`config.mk`:
```
export PLATFORM = sky130hd
export DESIGN_NAME = bgc_gate_ctrl
export DESIGN_NICKNAME = d
export VERILOG_FILES = /design/src/inc/bgc_pkg.sv /design/src/verilog/bgc_gate_ctrl.sv /design/src/verilog/bgc_half_bridge.sv
export SDC_FILE = /design/constraint.sdc
export NUM_CORES = 1
export LEC_CHECK = 0
export BUFFER_PORTS_ARGS = -buffer_cell sky130_fd_sc_hd__buf_2
export CORE_MARGIN = 2
export CORE_UTILIZATION = 62
export DETAILED_ROUTE_END_ITERATION = 12
export PLACE_DENSITY_LB_ADDON = 0.15
export SYNTH_ARGS = -nofsm -noshare
export SYNTH_HDL_FRONTEND = slang
export SYNTH_SLANG_ARGS = --single-unit
```
`constraint.sdc`:
```
create_clock -name core_clk_i -period 9.6 [get_ports core_clk_i]
set_input_delay 0 -clock core_clk_i [delete_from_list [all_inputs] [get_ports core_clk_i]]
set_output_delay 0 -clock core_clk_i [all_outputs]
set_load 0.01 [all_outputs]
```
`src/inc/bgc_pkg.sv`:
```
/*
  Package for the gate control and protection block: configuration encodings,
  reset values and timing constants.
  Assumes a 10 MHz core clock.
*/
package bgc_pkg;
  localparam int unsigned CLK_PERIOD_NS = 100;
  localparam int unsigned DT_STEP_NS = 250;
  localparam int unsigned DT_MIN_NS = 250;
  localparam int unsigned DT_MAX_NS = 2000;
  localparam int unsigned BT_MIN_NS = 500;
  localparam int unsigned BT_MAX_NS = 4000;
  localparam int unsigned UV_QUAL_NS = 10000;
  localparam int unsigned CE_CLR_NS = 100;
  localparam int unsigned CNT_W = 8;
  localparam logic [2:0] DT_SEL_RST = 3'h7;
  localparam logic [1:0] BT_SEL_RST = 2'h3;
  localparam logic [1:0] SC_THR_RST = 2'h0;
  localparam logic UV_EN_RST = 1'b1;
  localparam int unsigned UV_QUAL_CYC = UV_QUAL_NS / CLK_PERIOD_NS;
  localparam int unsigned CE_CLR_CYC = (CE_CLR_NS + CLK_PERIOD_NS - 1) / CLK_PERIOD_NS;
  localparam int unsigned NUM_WARN = 4;
  localparam int unsigned NUM_EXT_FAULT = 6;

  typedef enum logic [1:0] {
    BGC_PH_IDLE,
    BGC_PH_DEAD,
    BGC_PH_BLANK,
    BGC_PH_ON
  } bgc_phase_t;

  // Dead time in cycles: 250 ns steps, rounded up
  function automatic logic [7:0] bgc_dead_cyc(input logic [2:0] sel);
    int unsigned ns;
    ns = DT_MIN_NS + int'(sel) * DT_STEP_NS;
    bgc_dead_cyc = 8'((ns + CLK_PERIOD_NS - 1) / CLK_PERIOD_NS);
  endfunction

  // Blanking in cycles: 500 ns doubling per step
  function automatic logic [7:0] bgc_blank_cyc(input logic [1:0] sel);
    int unsigned ns;
    ns = BT_MIN_NS << sel;
    bgc_blank_cyc = 8'((ns + CLK_PERIOD_NS - 1) / CLK_PERIOD_NS);
  endfunction
endpackage

```
`src/verilog/bgc_gate_ctrl.sv`:
```
/*
  Top of the three-phase gate control and protection logic: input
  synchronisers, configuration decode, latched faults, enable-cycle clearing,
  open-drain fault output and warning status.
  Assumes all pin inputs are asynchronous to core_clk_i.
*/
//
// Function
// - Each gate input high drives its gate on; undriven inputs read as off.
// - Any fault or low chip enable forces all six gate outputs low.
// - Both switches of one half-bridge commanded on turns both off.
// - Dead time before turn-on, 250 ns to 2000 ns in 250 ns steps.
// - Blanking of 500 ns, 1, 2 or 4 us ignores switching current spikes.
// - Blanking starts only after the dead time of that event expires.
// - Bias-low counted only while driving; past qualification the driver refuses turn-on.
// - Bias-low fault latches, drives fault output, clears on enable low-then-high.
// - Drain-source short after turn-on kills all gates and latches a fault.
// - High side sensed supply to terminal, low side terminal to ground.
// - Two-bit short threshold select plus separate short detection enable.
// - Bias-low guard enable; when off no bias-low fault is raised.
// - Bias-low qualification includes any blanking period in progress.
// - Fault output pulls low on any fault and on current-limit comparator.
// - Listed device faults also drive the fault output.
// - Warnings go to status only and never drive the fault output.
`timescale 1ns/10ps
module bgc_gate_ctrl #(
  parameter int unsigned PHASES = 3
) (
  input wire logic core_clk_i,
  input wire logic rstn_i,
  input wire logic chip_enable_i,
  input wire logic [PHASES-1:0] gate_cmd_high_i,
  input wire logic [PHASES-1:0] gate_cmd_low_i,
  input wire logic [2:0] dead_time_select_i,
  input wire logic [1:0] blanking_select_i,
  input wire logic [1:0] short_threshold_select_i,
  input wire logic switch_short_detect_enable_i,
  input wire logic gate_bias_guard_enable_i,
  input wire logic [PHASES-1:0] desat_high_i,
  input wire logic [PHASES-1:0] desat_low_i,
  input wire logic [PHASES-1:0] bias_low_i,
  input wire logic current_limit_i,
  input wire logic [bgc_pkg::NUM_EXT_FAULT-1:0] ext_fault_i,
  input wire logic [bgc_pkg::NUM_WARN-1:0] warn_i,
  output logic high_gate_out_a_o,
  output logic high_gate_out_b_o,
  output logic high_gate_out_c_o,
  output logic low_gate_out_a_o,
  output logic low_gate_out_b_o,
  output logic low_gate_out_c_o,
  output logic fault_flag_out_o,
  output logic fault_flag_oe_o,
  output logic [1:0] short_threshold_o,
  output logic switch_uv_fault_o,
  output logic switch_short_fault_o,
  output logic [bgc_pkg::NUM_WARN-1:0] warn_status_o
);
  localparam int unsigned SYN_W = 3 * PHASES + 3 + bgc_pkg::NUM_EXT_FAULT + bgc_pkg::NUM_WARN;

  logic [SYN_W-1:0] syn1_reg;
  logic [SYN_W-1:0] syn2_reg;
  logic [PHASES-1:0] cmd_high;
  logic [PHASES-1:0] cmd_low;
  logic [PHASES-1:0] dsh;
  logic [PHASES-1:0] dsl;
  logic [PHASES-1:0] bl;
  logic ce_s;
  logic ilim_s;
  logic cfg_s;
  logic [bgc_pkg::NUM_EXT_FAULT-1:0] ext_s;
  logic [bgc_pkg::NUM_WARN-1:0] warn_s;
  logic ce_prev_reg;
  logic [7:0] ce_low_cnt_reg;
  logic ce_clear;
  logic uv_fault_reg;
  logic sc_fault_reg;
  logic kill;
  logic [PHASES-1:0] gh;
  logic [PHASES-1:0] gl;
  logic [PHASES-1:0] short_evt;
  logic [PHASES-1:0] uv_evt;
  logic [7:0] dead_cyc;
  logic [7:0] blank_cyc;

  // Pins pass two flops before use; undriven pins are pulled low outside
  always_ff @(posedge core_clk_i or negedge rstn_i) begin
    if (!rstn_i) begin
      syn1_reg <= '0;
      syn2_reg <= '0;
    end else begin
      syn1_reg <= {warn_i, ext_fault_i, switch_short_detect_enable_i, current_limit_i,
                   chip_enable_i, bias_low_i, desat_low_i, desat_high_i};
      syn2_reg <= syn1_reg;
    end
  end

  assign dsh = syn2_reg[PHASES-1:0];
  assign dsl = syn2_reg[2*PHASES-1:PHASES];
  assign bl = syn2_reg[3*PHASES-1:2*PHASES];
  assign ce_s = syn2_reg[3*PHASES];
  assign ilim_s = syn2_reg[3*PHASES+1];
  assign cfg_s = syn2_reg[3*PHASES+2];
  assign ext_s = syn2_reg[3*PHASES+3 +: bgc_pkg::NUM_EXT_FAULT];
  assign warn_s = syn2_reg[3*PHASES+3+bgc_pkg::NUM_EXT_FAULT +: bgc_pkg::NUM_WARN];

  // Gate commands get their own pair of flops so all six shift together
  logic [2*PHASES-1:0] cmd1_reg;
  logic [2*PHASES-1:0] cmd2_reg;
  always_ff @(posedge core_clk_i or negedge rstn_i) begin
    if (!rstn_i) begin
      cmd1_reg <= '0;
      cmd2_reg <= '0;
    end else begin
      cmd1_reg <= {gate_cmd_low_i, gate_cmd_high_i};
      cmd2_reg <= cmd1_reg;
    end
  end
  assign cmd_high = cmd2_reg[PHASES-1:0];
  assign cmd_low = cmd2_reg[2*PHASES-1:PHASES];

  // Configuration pins are asynchronous as well, so they pass two flops too;
  // a dead time or blanking change only applies when that interval next starts
  logic [2:0] dt_raw_reg;
  logic [1:0] bt_raw_reg;
  logic [1:0] thr_raw_reg;
  logic uv_en_raw_reg;
  logic [2:0] dt_sel_reg;
  logic [1:0] bt_sel_reg;
  logic [1:0] thr_reg;
  logic uv_en_reg;
  always_ff @(posedge core_clk_i or negedge rstn_i) begin
    if (!rstn_i) begin
      dt_raw_reg <= bgc_pkg::DT_SEL_RST;
      bt_raw_reg <= bgc_pkg::BT_SEL_RST;
      thr_raw_reg <= bgc_pkg::SC_THR_RST;
      uv_en_raw_reg <= bgc_pkg::UV_EN_RST;
    end else begin
      dt_raw_reg <= dead_time_select_i;
      bt_raw_reg <= blanking_select_i;
      thr_raw_reg <= short_threshold_select_i;
      uv_en_raw_reg <= gate_bias_guard_enable_i;
    end
  end

  // Second stage; only these are read by the timing and fault logic
  always_ff @(posedge core_clk_i or negedge rstn_i) begin
    if (!rstn_i) begin
      dt_sel_reg <= bgc_pkg::DT_SEL_RST;
      bt_sel_reg <= bgc_pkg::BT_SEL_RST;
      thr_reg <= bgc_pkg::SC_THR_RST;
      uv_en_reg <= bgc_pkg::UV_EN_RST;
    end else begin
      dt_sel_reg <= dt_raw_reg;
      bt_sel_reg <= bt_raw_reg;
      thr_reg <= thr_raw_reg;
      uv_en_reg <= uv_en_raw_reg;
    end
  end
  assign dead_cyc = bgc_pkg::bgc_dead_cyc(dt_sel_reg);
  assign blank_cyc = bgc_pkg::bgc_blank_cyc(bt_sel_reg);

  // Chip enable low then high clears the latched faults
  always_ff @(posedge core_clk_i or negedge rstn_i) begin
    if (!rstn_i) begin
      ce_prev_reg <= 1'b0;
      ce_low_cnt_reg <= 8'h00;
    end else begin
      ce_prev_reg <= ce_s;
      if (ce_s) begin
        ce_low_cnt_reg <= 8'h00;
      end else if (ce_low_cnt_reg != 8'hff) begin
        ce_low_cnt_reg <= ce_low_cnt_reg + 8'h01;
      end
    end
  end
  assign ce_clear = ce_s & ~ce_prev_reg & (ce_low_cnt_reg >= 8'(bgc_pkg::CE_CLR_CYC));

  // Latched faults; a new event in the clearing cycle wins
  always_ff @(posedge core_clk_i or negedge rstn_i) begin
    if (!rstn_i) begin
      uv_fault_reg <= 1'b0;
    end else begin
      uv_fault_reg <= (|uv_evt) | (uv_fault_reg & ~ce_clear);
    end
  end

  // A short still present at the clearing edge simply latches again
  always_ff @(posedge core_clk_i or negedge rstn_i) begin
    if (!rstn_i) begin
      sc_fault_reg <= 1'b0;
    end else begin
      sc_fault_reg <= (|short_evt) | (sc_fault_reg & ~ce_clear);
    end
  end

  assign kill = ~ce_s | uv_fault_reg | sc_fault_reg | (|uv_evt) | (|short_evt) | (|ext_s);

  genvar p;
  generate
    for (p = 0; p < PHASES; p++) begin : g_ph
      bgc_half_bridge u_hb (
        .core_clk_i(core_clk_i),
        .rstn_i(rstn_i),
        .cmd_high_i(cmd_high[p]),
        .cmd_low_i(cmd_low[p]),
        .kill_i(kill),
        .dead_cyc_i(dead_cyc),
        .blank_cyc_i(blank_cyc),
        .desat_high_i(dsh[p]),
        .desat_low_i(dsl[p]),
        .bias_low_i(bl[p]),
        .uv_en_i(uv_en_reg),
        .sc_en_i(cfg_s),
        .gate_high_o(gh[p]),
        .gate_low_o(gl[p]),
        .short_evt_o(short_evt[p]),
        .uv_evt_o(uv_evt[p])
      );
    end
  endgenerate

  // Outputs re-registered so the kill path also acts within one edge
  always_ff @(posedge core_clk_i or negedge rstn_i) begin
    if (!rstn_i) begin
      high_gate_out_a_o <= 1'b0;
      high_gate_out_b_o <= 1'b0;
      high_gate_out_c_o <= 1'b0;
      low_gate_out_a_o <= 1'b0;
      low_gate_out_b_o <= 1'b0;
      low_gate_out_c_o <= 1'b0;
    end else begin
      high_gate_out_a_o <= gh[0] & ~kill;
      high_gate_out_b_o <= gh[1] & ~kill;
      high_gate_out_c_o <= gh[2] & ~kill;
      low_gate_out_a_o <= gl[0] & ~kill;
      low_gate_out_b_o <= gl[1] & ~kill;
      low_gate_out_c_o <= gl[2] & ~kill;
    end
  end

  // Open drain: pin driven low (enable high) on fault or current limit, never warnings
  always_ff @(posedge core_clk_i or negedge rstn_i) begin
    if (!rstn_i) begin
      fault_flag_out_o <= 1'b0;
      fault_flag_oe_o <= 1'b0;
    end else begin
      fault_flag_out_o <= 1'b0;
      fault_flag_oe_o <= uv_fault_reg | sc_fault_reg | (|ext_s) | ilim_s;
    end
  end

  // Latched fault status for the host
  always_ff @(posedge core_clk_i or negedge rstn_i) begin
    if (!rstn_i) begin
      switch_uv_fault_o <= 1'b0;
      switch_short_fault_o <= 1'b0;
    end else begin
      switch_uv_fault_o <= uv_fault_reg;
      switch_short_fault_o <= sc_fault_reg;
    end
  end

  // Threshold echo for the comparator; warnings are status only
  always_ff @(posedge core_clk_i or negedge rstn_i) begin
    if (!rstn_i) begin
      short_threshold_o <= bgc_pkg::SC_THR_RST;
      warn_status_o <= '0;
    end else begin
      short_threshold_o <= thr_reg;
      warn_status_o <= warn_s;
    end
  end
endmodule

```
`src/verilog/bgc_half_bridge.sv`:
```
/*
  One half-bridge gate channel: cross-conduction block, dead time, blanking
  and the per-switch short and bias-low qualification.
  Assumes synchronised inputs and a common fault/enable kill from the top.
*/
`timescale 1ns/10ps
module bgc_half_bridge (
  input wire logic core_clk_i,
  input wire logic rstn_i,
  input wire logic cmd_high_i,
  input wire logic cmd_low_i,
  input wire logic kill_i,
  input wire logic [7:0] dead_cyc_i,
  input wire logic [7:0] blank_cyc_i,
  input wire logic desat_high_i,
  input wire logic desat_low_i,
  input wire logic bias_low_i,
  input wire logic uv_en_i,
  input wire logic sc_en_i,
  output logic gate_high_o,
  output logic gate_low_o,
  output logic short_evt_o,
  output logic uv_evt_o
);
  logic want_high;
  logic want_low;
  logic sel_high_reg;
  logic [7:0] cnt_reg;
  logic [15:0] uv_cnt_reg;
  bgc_pkg::bgc_phase_t phase_reg;

  // Both commanded on: both stay off
  assign want_high = cmd_high_i & ~cmd_low_i;
  assign want_low = cmd_low_i & ~cmd_high_i;

  // Each off-to-on command restarts dead time then blanking
  always_ff @(posedge core_clk_i or negedge rstn_i) begin
    if (!rstn_i) begin
      phase_reg <= bgc_pkg::BGC_PH_IDLE;
      cnt_reg <= 8'h00;
      sel_high_reg <= 1'b0;
    end else if (kill_i || !(want_high || want_low) || (want_high != sel_high_reg)) begin
      sel_high_reg <= want_high;
      cnt_reg <= dead_cyc_i;
      phase_reg <= (want_high || want_low) && !kill_i ? bgc_pkg::BGC_PH_DEAD
                                                      : bgc_pkg::BGC_PH_IDLE;
    end else begin
      case (phase_reg)
        bgc_pkg::BGC_PH_IDLE: begin
          cnt_reg <= dead_cyc_i;
          phase_reg <= bgc_pkg::BGC_PH_DEAD;
        end
        bgc_pkg::BGC_PH_DEAD: begin
          if (cnt_reg <= 8'h01) begin
            cnt_reg <= blank_cyc_i;
            phase_reg <= bgc_pkg::BGC_PH_BLANK;
          end else begin
            cnt_reg <= cnt_reg - 8'h01;
          end
        end
        bgc_pkg::BGC_PH_BLANK: begin
          if (cnt_reg <= 8'h01) begin
            phase_reg <= bgc_pkg::BGC_PH_ON;
          end else begin
            cnt_reg <= cnt_reg - 8'h01;
          end
        end
        bgc_pkg::BGC_PH_ON: phase_reg <= bgc_pkg::BGC_PH_ON;
        default: phase_reg <= bgc_pkg::BGC_PH_IDLE;
      endcase
    end
  end

  // Gate on only after dead time; refused while a bias-low fault is pending
  always_ff @(posedge core_clk_i or negedge rstn_i) begin
    if (!rstn_i) begin
      gate_high_o <= 1'b0;
      gate_low_o <= 1'b0;
    end else begin
      gate_high_o <= ~kill_i & want_high & sel_high_reg &
                     (phase_reg == bgc_pkg::BGC_PH_BLANK || phase_reg == bgc_pkg::BGC_PH_ON);
      gate_low_o <= ~kill_i & want_low & ~sel_high_reg &
                    (phase_reg == bgc_pkg::BGC_PH_BLANK || phase_reg == bgc_pkg::BGC_PH_ON);
    end
  end

  // Short sensed per driven switch, ignored during blanking
  always_ff @(posedge core_clk_i or negedge rstn_i) begin
    if (!rstn_i) begin
      short_evt_o <= 1'b0;
    end else begin
      short_evt_o <= sc_en_i && phase_reg == bgc_pkg::BGC_PH_ON &&
                     ((gate_high_o && desat_high_i) || (gate_low_o && desat_low_i));
    end
  end

  // Bias-low counted only while driving; the count includes the blanking span
  always_ff @(posedge core_clk_i or negedge rstn_i) begin
    if (!rstn_i) begin
      uv_cnt_reg <= 16'h0000;
      uv_evt_o <= 1'b0;
    end else begin
      if (uv_en_i && bias_low_i && (gate_high_o || gate_low_o)) begin
        if (uv_cnt_reg < 16'(bgc_pkg::UV_QUAL_CYC)) begin
          uv_cnt_reg <= uv_cnt_reg + 16'h0001;
        end
      end else begin
        uv_cnt_reg <= 16'h0000;
      end
      uv_evt_o <= uv_en_i && uv_cnt_reg >= 16'(bgc_pkg::UV_QUAL_CYC);
    end
  end
endmodule

```
==> run_results.csv <==
group,metric,value,unit
cells_and_area,final_cell_mix,"dfrtp_1 (179), nor2_1 (109), nand2_1 (80), ha_1 (66), inv_1 (56)",
clock_network,cts-buffers-inserted,17,
yosys,ys_seq_area_frac,0.465,
worst_setup_path,worstPathRequired,9.94,ns
die,die_w,133,um
drt,wl_per_cell,16.8,um
pwr,seqPwrFrac,0.351,
clock_network,cts.clk_slew.worst_paths,0.08,ns
drt,totalWireLength,22.7,mm
global_route,grt_use_met1,0.365,
worst_setup_path,r2r-start,"dt_sel_reg[1]$_DFF_PN1_",
global_route,grt_overflow,0,
cells_and_area,drive_gt1_frac,0.132,
die,rows,47,
global_route,grt_pass1_wl,37.9,mm
yosys,yosysWarnings,0,
clock_network,cts-root-buf,"clkbuf_16",
cells_and_area,largest_reg_flops,48,
yosys,synth_edf_count,0,
clock_network,cts.sinks,191,
worst_setup_path,crit_chain,"inv_1 > fa_1 > fa_1 > fa_1 > inv_1 > a21oi_1 > xnor2_1 > a21oi_1 > a31o_2 > ha_1 > nor2b_1 > a211oi_1 > nor4_4 > nand3_2 > and4_4 > nor2_2 > a32oi_1 > o311a_1 > a21oi_2 > and2b_1 > a21boi_4 > mux2i_1 > and3b_1 > o22ai_1",
drt,viasPerCell,5.89,
pwr,p_per_area,218,nW/um^2
die,dieHeight,133,um
timing,tightest_slew,1.11,ns
clock_network,cts_tree,"yes",
global_route,busiest_layer,"met2",
pwr,combPwrFrac,0.363,
drt,vias,7964,
global_route,grt_antenna_before_repair,0,
timing,relSlewSlack,0.249,
worst_setup_path,crit_buf_inv,2,
timing,finClkSkew,0.0150,ns
die,core,16400,sq um
global_route,grt_usage,0.266,
hold_path,worstHoldPathType,"in2reg",
yosys,yosysUniqueCellTypes,88,
worst_setup_path,critical_path.max_stage_delay,0.82,ns
die,dieArea,17700,sq um
die,initial_core_util,0.628,
placement,place.gp.congestion,0.908,
pwr,leakagePower,0.00511,uW
timing,finalCritPeriodShare,0.847,
placement,io_buffers,52,
drt,drt_iter0_drc,547,
cells_and_area,n_antenna_cell,0,
die,num_io_pins,54,
clock_network,cts_buffer_depth,2,
worst_setup_path,crit_top_cell,"fa_1",
worst_setup_path,crit_cells,24,
clock_network,clock_latency,0.43,ns
job,maxCapViolCount,0,
yosys,syn_area,10300,sq um
placement,dp_hpwl,15.5,mm
clock_network,cts-resized-gates,0,
worst_setup_path,arrival,8.47,ns
drt,ant_nets,0,
timing,final.setup.tns,0,ns
pwr,clkPwrFrac,0.287,
global_route,grt_use_met2,0.432,
cells_and_area,nets,1227,
cells_and_area,multi_input_area,5170,sq um
cells_and_area,nFillCells,1156,
hold_path,hold_depth,2,
timing,max_freq,0.123,GHz
pwr,sw_frac_of_total,0.371,
yosys,synth_seq_cells,191,
worst_setup_path,r2r_cells,24,
status,status,"complete, no violations",
worst_setup_path,critPathSlowestCell,"nor4_4",
worst_setup_path,start_kind,"register",
global_route,met3_usage,0.0498,
yosys,post_synth.cell_area_avg,10.0,sq um
cells_and_area,layout.cells.most_common,"dfrtp_1",
pwr,p_int,1610,uW
worst_setup_path,rr_endpoint,"g_ph[2].u_hb.cnt_reg[0]$_DFFE_PN0P_",
worst_setup_path,r2r_slack,1.47,ns
worst_setup_path,critPathKind,"reg2reg",
yosys,syn_nets,1138,
timing,setup_viol,0,
worst_setup_path,cp_max_fo,16,
worst_setup_path,endpoint_kind,"register",
timing,period_minus_slack,8.13,ns
yosys,netlist_instances,1030,
drt,drc,0,
global_route,grt_pass1_vias,7761,
worst_setup_path,crit_end,"g_ph[2].u_hb.cnt_reg[0]$_DFFE_PN0P_",
drt,first_pass_iters,5,
worst_setup_path,crit_family,"simple AND/OR/NAND/NOR gates",
global_route,grt_max_degree,123,
timing,rsz0062_at_grt,"no",
timing,whs,0.200,ns
yosys,synthArstFlopShare,1.00,
timing,hold_violations,0,
cells_and_area,syn2layout_area_growth,14.2,%
timing,drv_slew,0,
clock_network,h-tree-depth,4,
yosys,synthFlopType,"dfrtp_1",
pwr,vdd_drop_max,0.187,mV
pwr,power_switching,952,uW
cells_and_area,regArea,4790,sq um
worst_setup_path,critical_path.startpoint,"dt_sel_reg[1]$_DFF_PN1_",
cells by family after synthesis:
logic type,Yosys count,synth area share
and+or+nand+nor,396,0.199
other,1,0.000364
buffers and inverters,82,0.0322
adders and majority gates,70,0.0879
xor gates and xnor gates,50,0.0440
muxes,13,0.0132
AOI/OAI and AO/OA,227,0.158
DFF,191,0.465
power groups by stage:
| stage | Combinational, uW | Sequential, uW | Clock, uW |
|---|---|---|---|
| global route | 1020 | 907 | 786 |
| detailed placement | 893 | 914 | 0 |
| CTS | 914 | 898 | 750 |
| finish | 931 | 900 | 736 |
| floorplan | 718 | 902 | 0 |
| global placement | 888 | 913 | 0 |
through the flow:
| stage | worst slack, ns | power (uW) | area, sq um | std cells | util |
|---|---|---|---|---|---|
| after detailed placement | 1.58 | 1810 | 10800 | 1283 | 0.656 |
| after floorplan | 2.59 | 1620 | 10300 | 1030 | - |
| after global routing | 0.947 | 2710 | 11800 | 1352 | 0.717 |
| after CTS | 1.54 | 2560 | 11800 | 1352 | 0.717 |
| after global placement | 1.91 | 1800 | 10800 | 1283 | 0.656 |
| final | 1.47 | 2570 | 11800 | 1352 | 0.717 |
layout make-up:
cell class / instances / share of cell area
Multi-Input combinational cell: 757 / 0.440
Tap cell: 220 / 0.0234
Timing Repair Buffer: 94 / 0.0575
Sequential cell: 191 / 0.407
Inverter: 58 / 0.0185
Clock inverter: 15 / 0.0172
Clock buffer: 17 / 0.0362
worst register-to-register path: stages (launching register included):
cell and delay, ns:
dfstp_2 0.68, inv_1 0.17, fa_1 0.64, fa_1 0.52, fa_1 0.67, inv_1 0.16
a21oi_1 0.32, xnor2_1 0.24, a21oi_1 0.12, a31o_2 0.25, ha_1 0.31, nor2b_1 0.17
a211oi_1 0.13, nor4_4 0.82, nand3_2 0.24, and4_4 0.29, nor2_2 0.43, a32oi_1 0.23
o311a_1 0.37, a21oi_2 0.17, and2b_1 0.26, a21boi_4 0.22, mux2i_1 0.27, and3b_1 0.22
o22ai_1 0.16
timing repair:
| action | in CTS | in global routing |
|---|---|---|
| endpoints found under the hold margin | 153 | 0 |
| setup buffers | 0 | 0 |
| hold buffers | 37 | 0 |
layer usage:
metal	routed length [um]	part of all wire
met2	10900	0.48
met4	471	0.021
met3	1110	0.049
met1	10200	0.45
met5	0	0
synth_stat cells (5+ instances only):
cell        n  area [sq um]
o211ai_1    9          67.6
nand2b_1    7          43.8
nor2_2      5          31.3
nor2b_1    13          81.3
a211oi_1   16           120
a31oi_1     7          43.8
dfstp_2    12           315
nor3b_1     8          60.1
o31ai_1     5          37.5
ha_1       66           826
o22ai_1    20           125
xnor2_1    31           272
xor2_1     17           149
nor4_1     16           100
a21oi_1    37           185
or4_1      12          90.1
nand4_1    12          75.1
mux2i_1     8          80.1
or3_1      10          62.6
o21ai_0    41           205
nand3_1    25           125
o311a_1     6          60.1
o21ai_1     5          25.0
nor3_1     31           155
nand2_1    80           300
o221ai_1    5          43.8
dfrtp_1   179          4480
and2_1     37           231
o21bai_1    5          37.5
inv_1      56           210
clkbuf_1   17          63.8
a22oi_1    15           113
mux2_2      5          56.3
nor2_1    109           409
how the worst min path moves through the flow:
| stage | from | to | slack, ns |
|---|---|---|---|
| after floorplan | rstn_i | ce_low_cnt_reg[0]$_DFFE_PN0P_ | -0.30 |
| after global placement | blanking_select_i[0] | bt_raw_reg[0]$_DFF_PN1_ | 0.10 |
| after detailed placement | blanking_select_i[0] | bt_raw_reg[0]$_DFF_PN1_ | 0.11 |
| after CTS | dead_time_select_i[1] | dt_raw_reg[1]$_DFF_PN1_ | 0.19 |
| after global routing | ext_fault_i[3] | syn1_reg[15]$_DFF_PN0_ | 0.19 |
| final | dead_time_select_i[1] | dt_raw_reg[1]$_DFF_PN1_ | 0.20 |
Note: power is estimated with default switching activity, not from simulation.
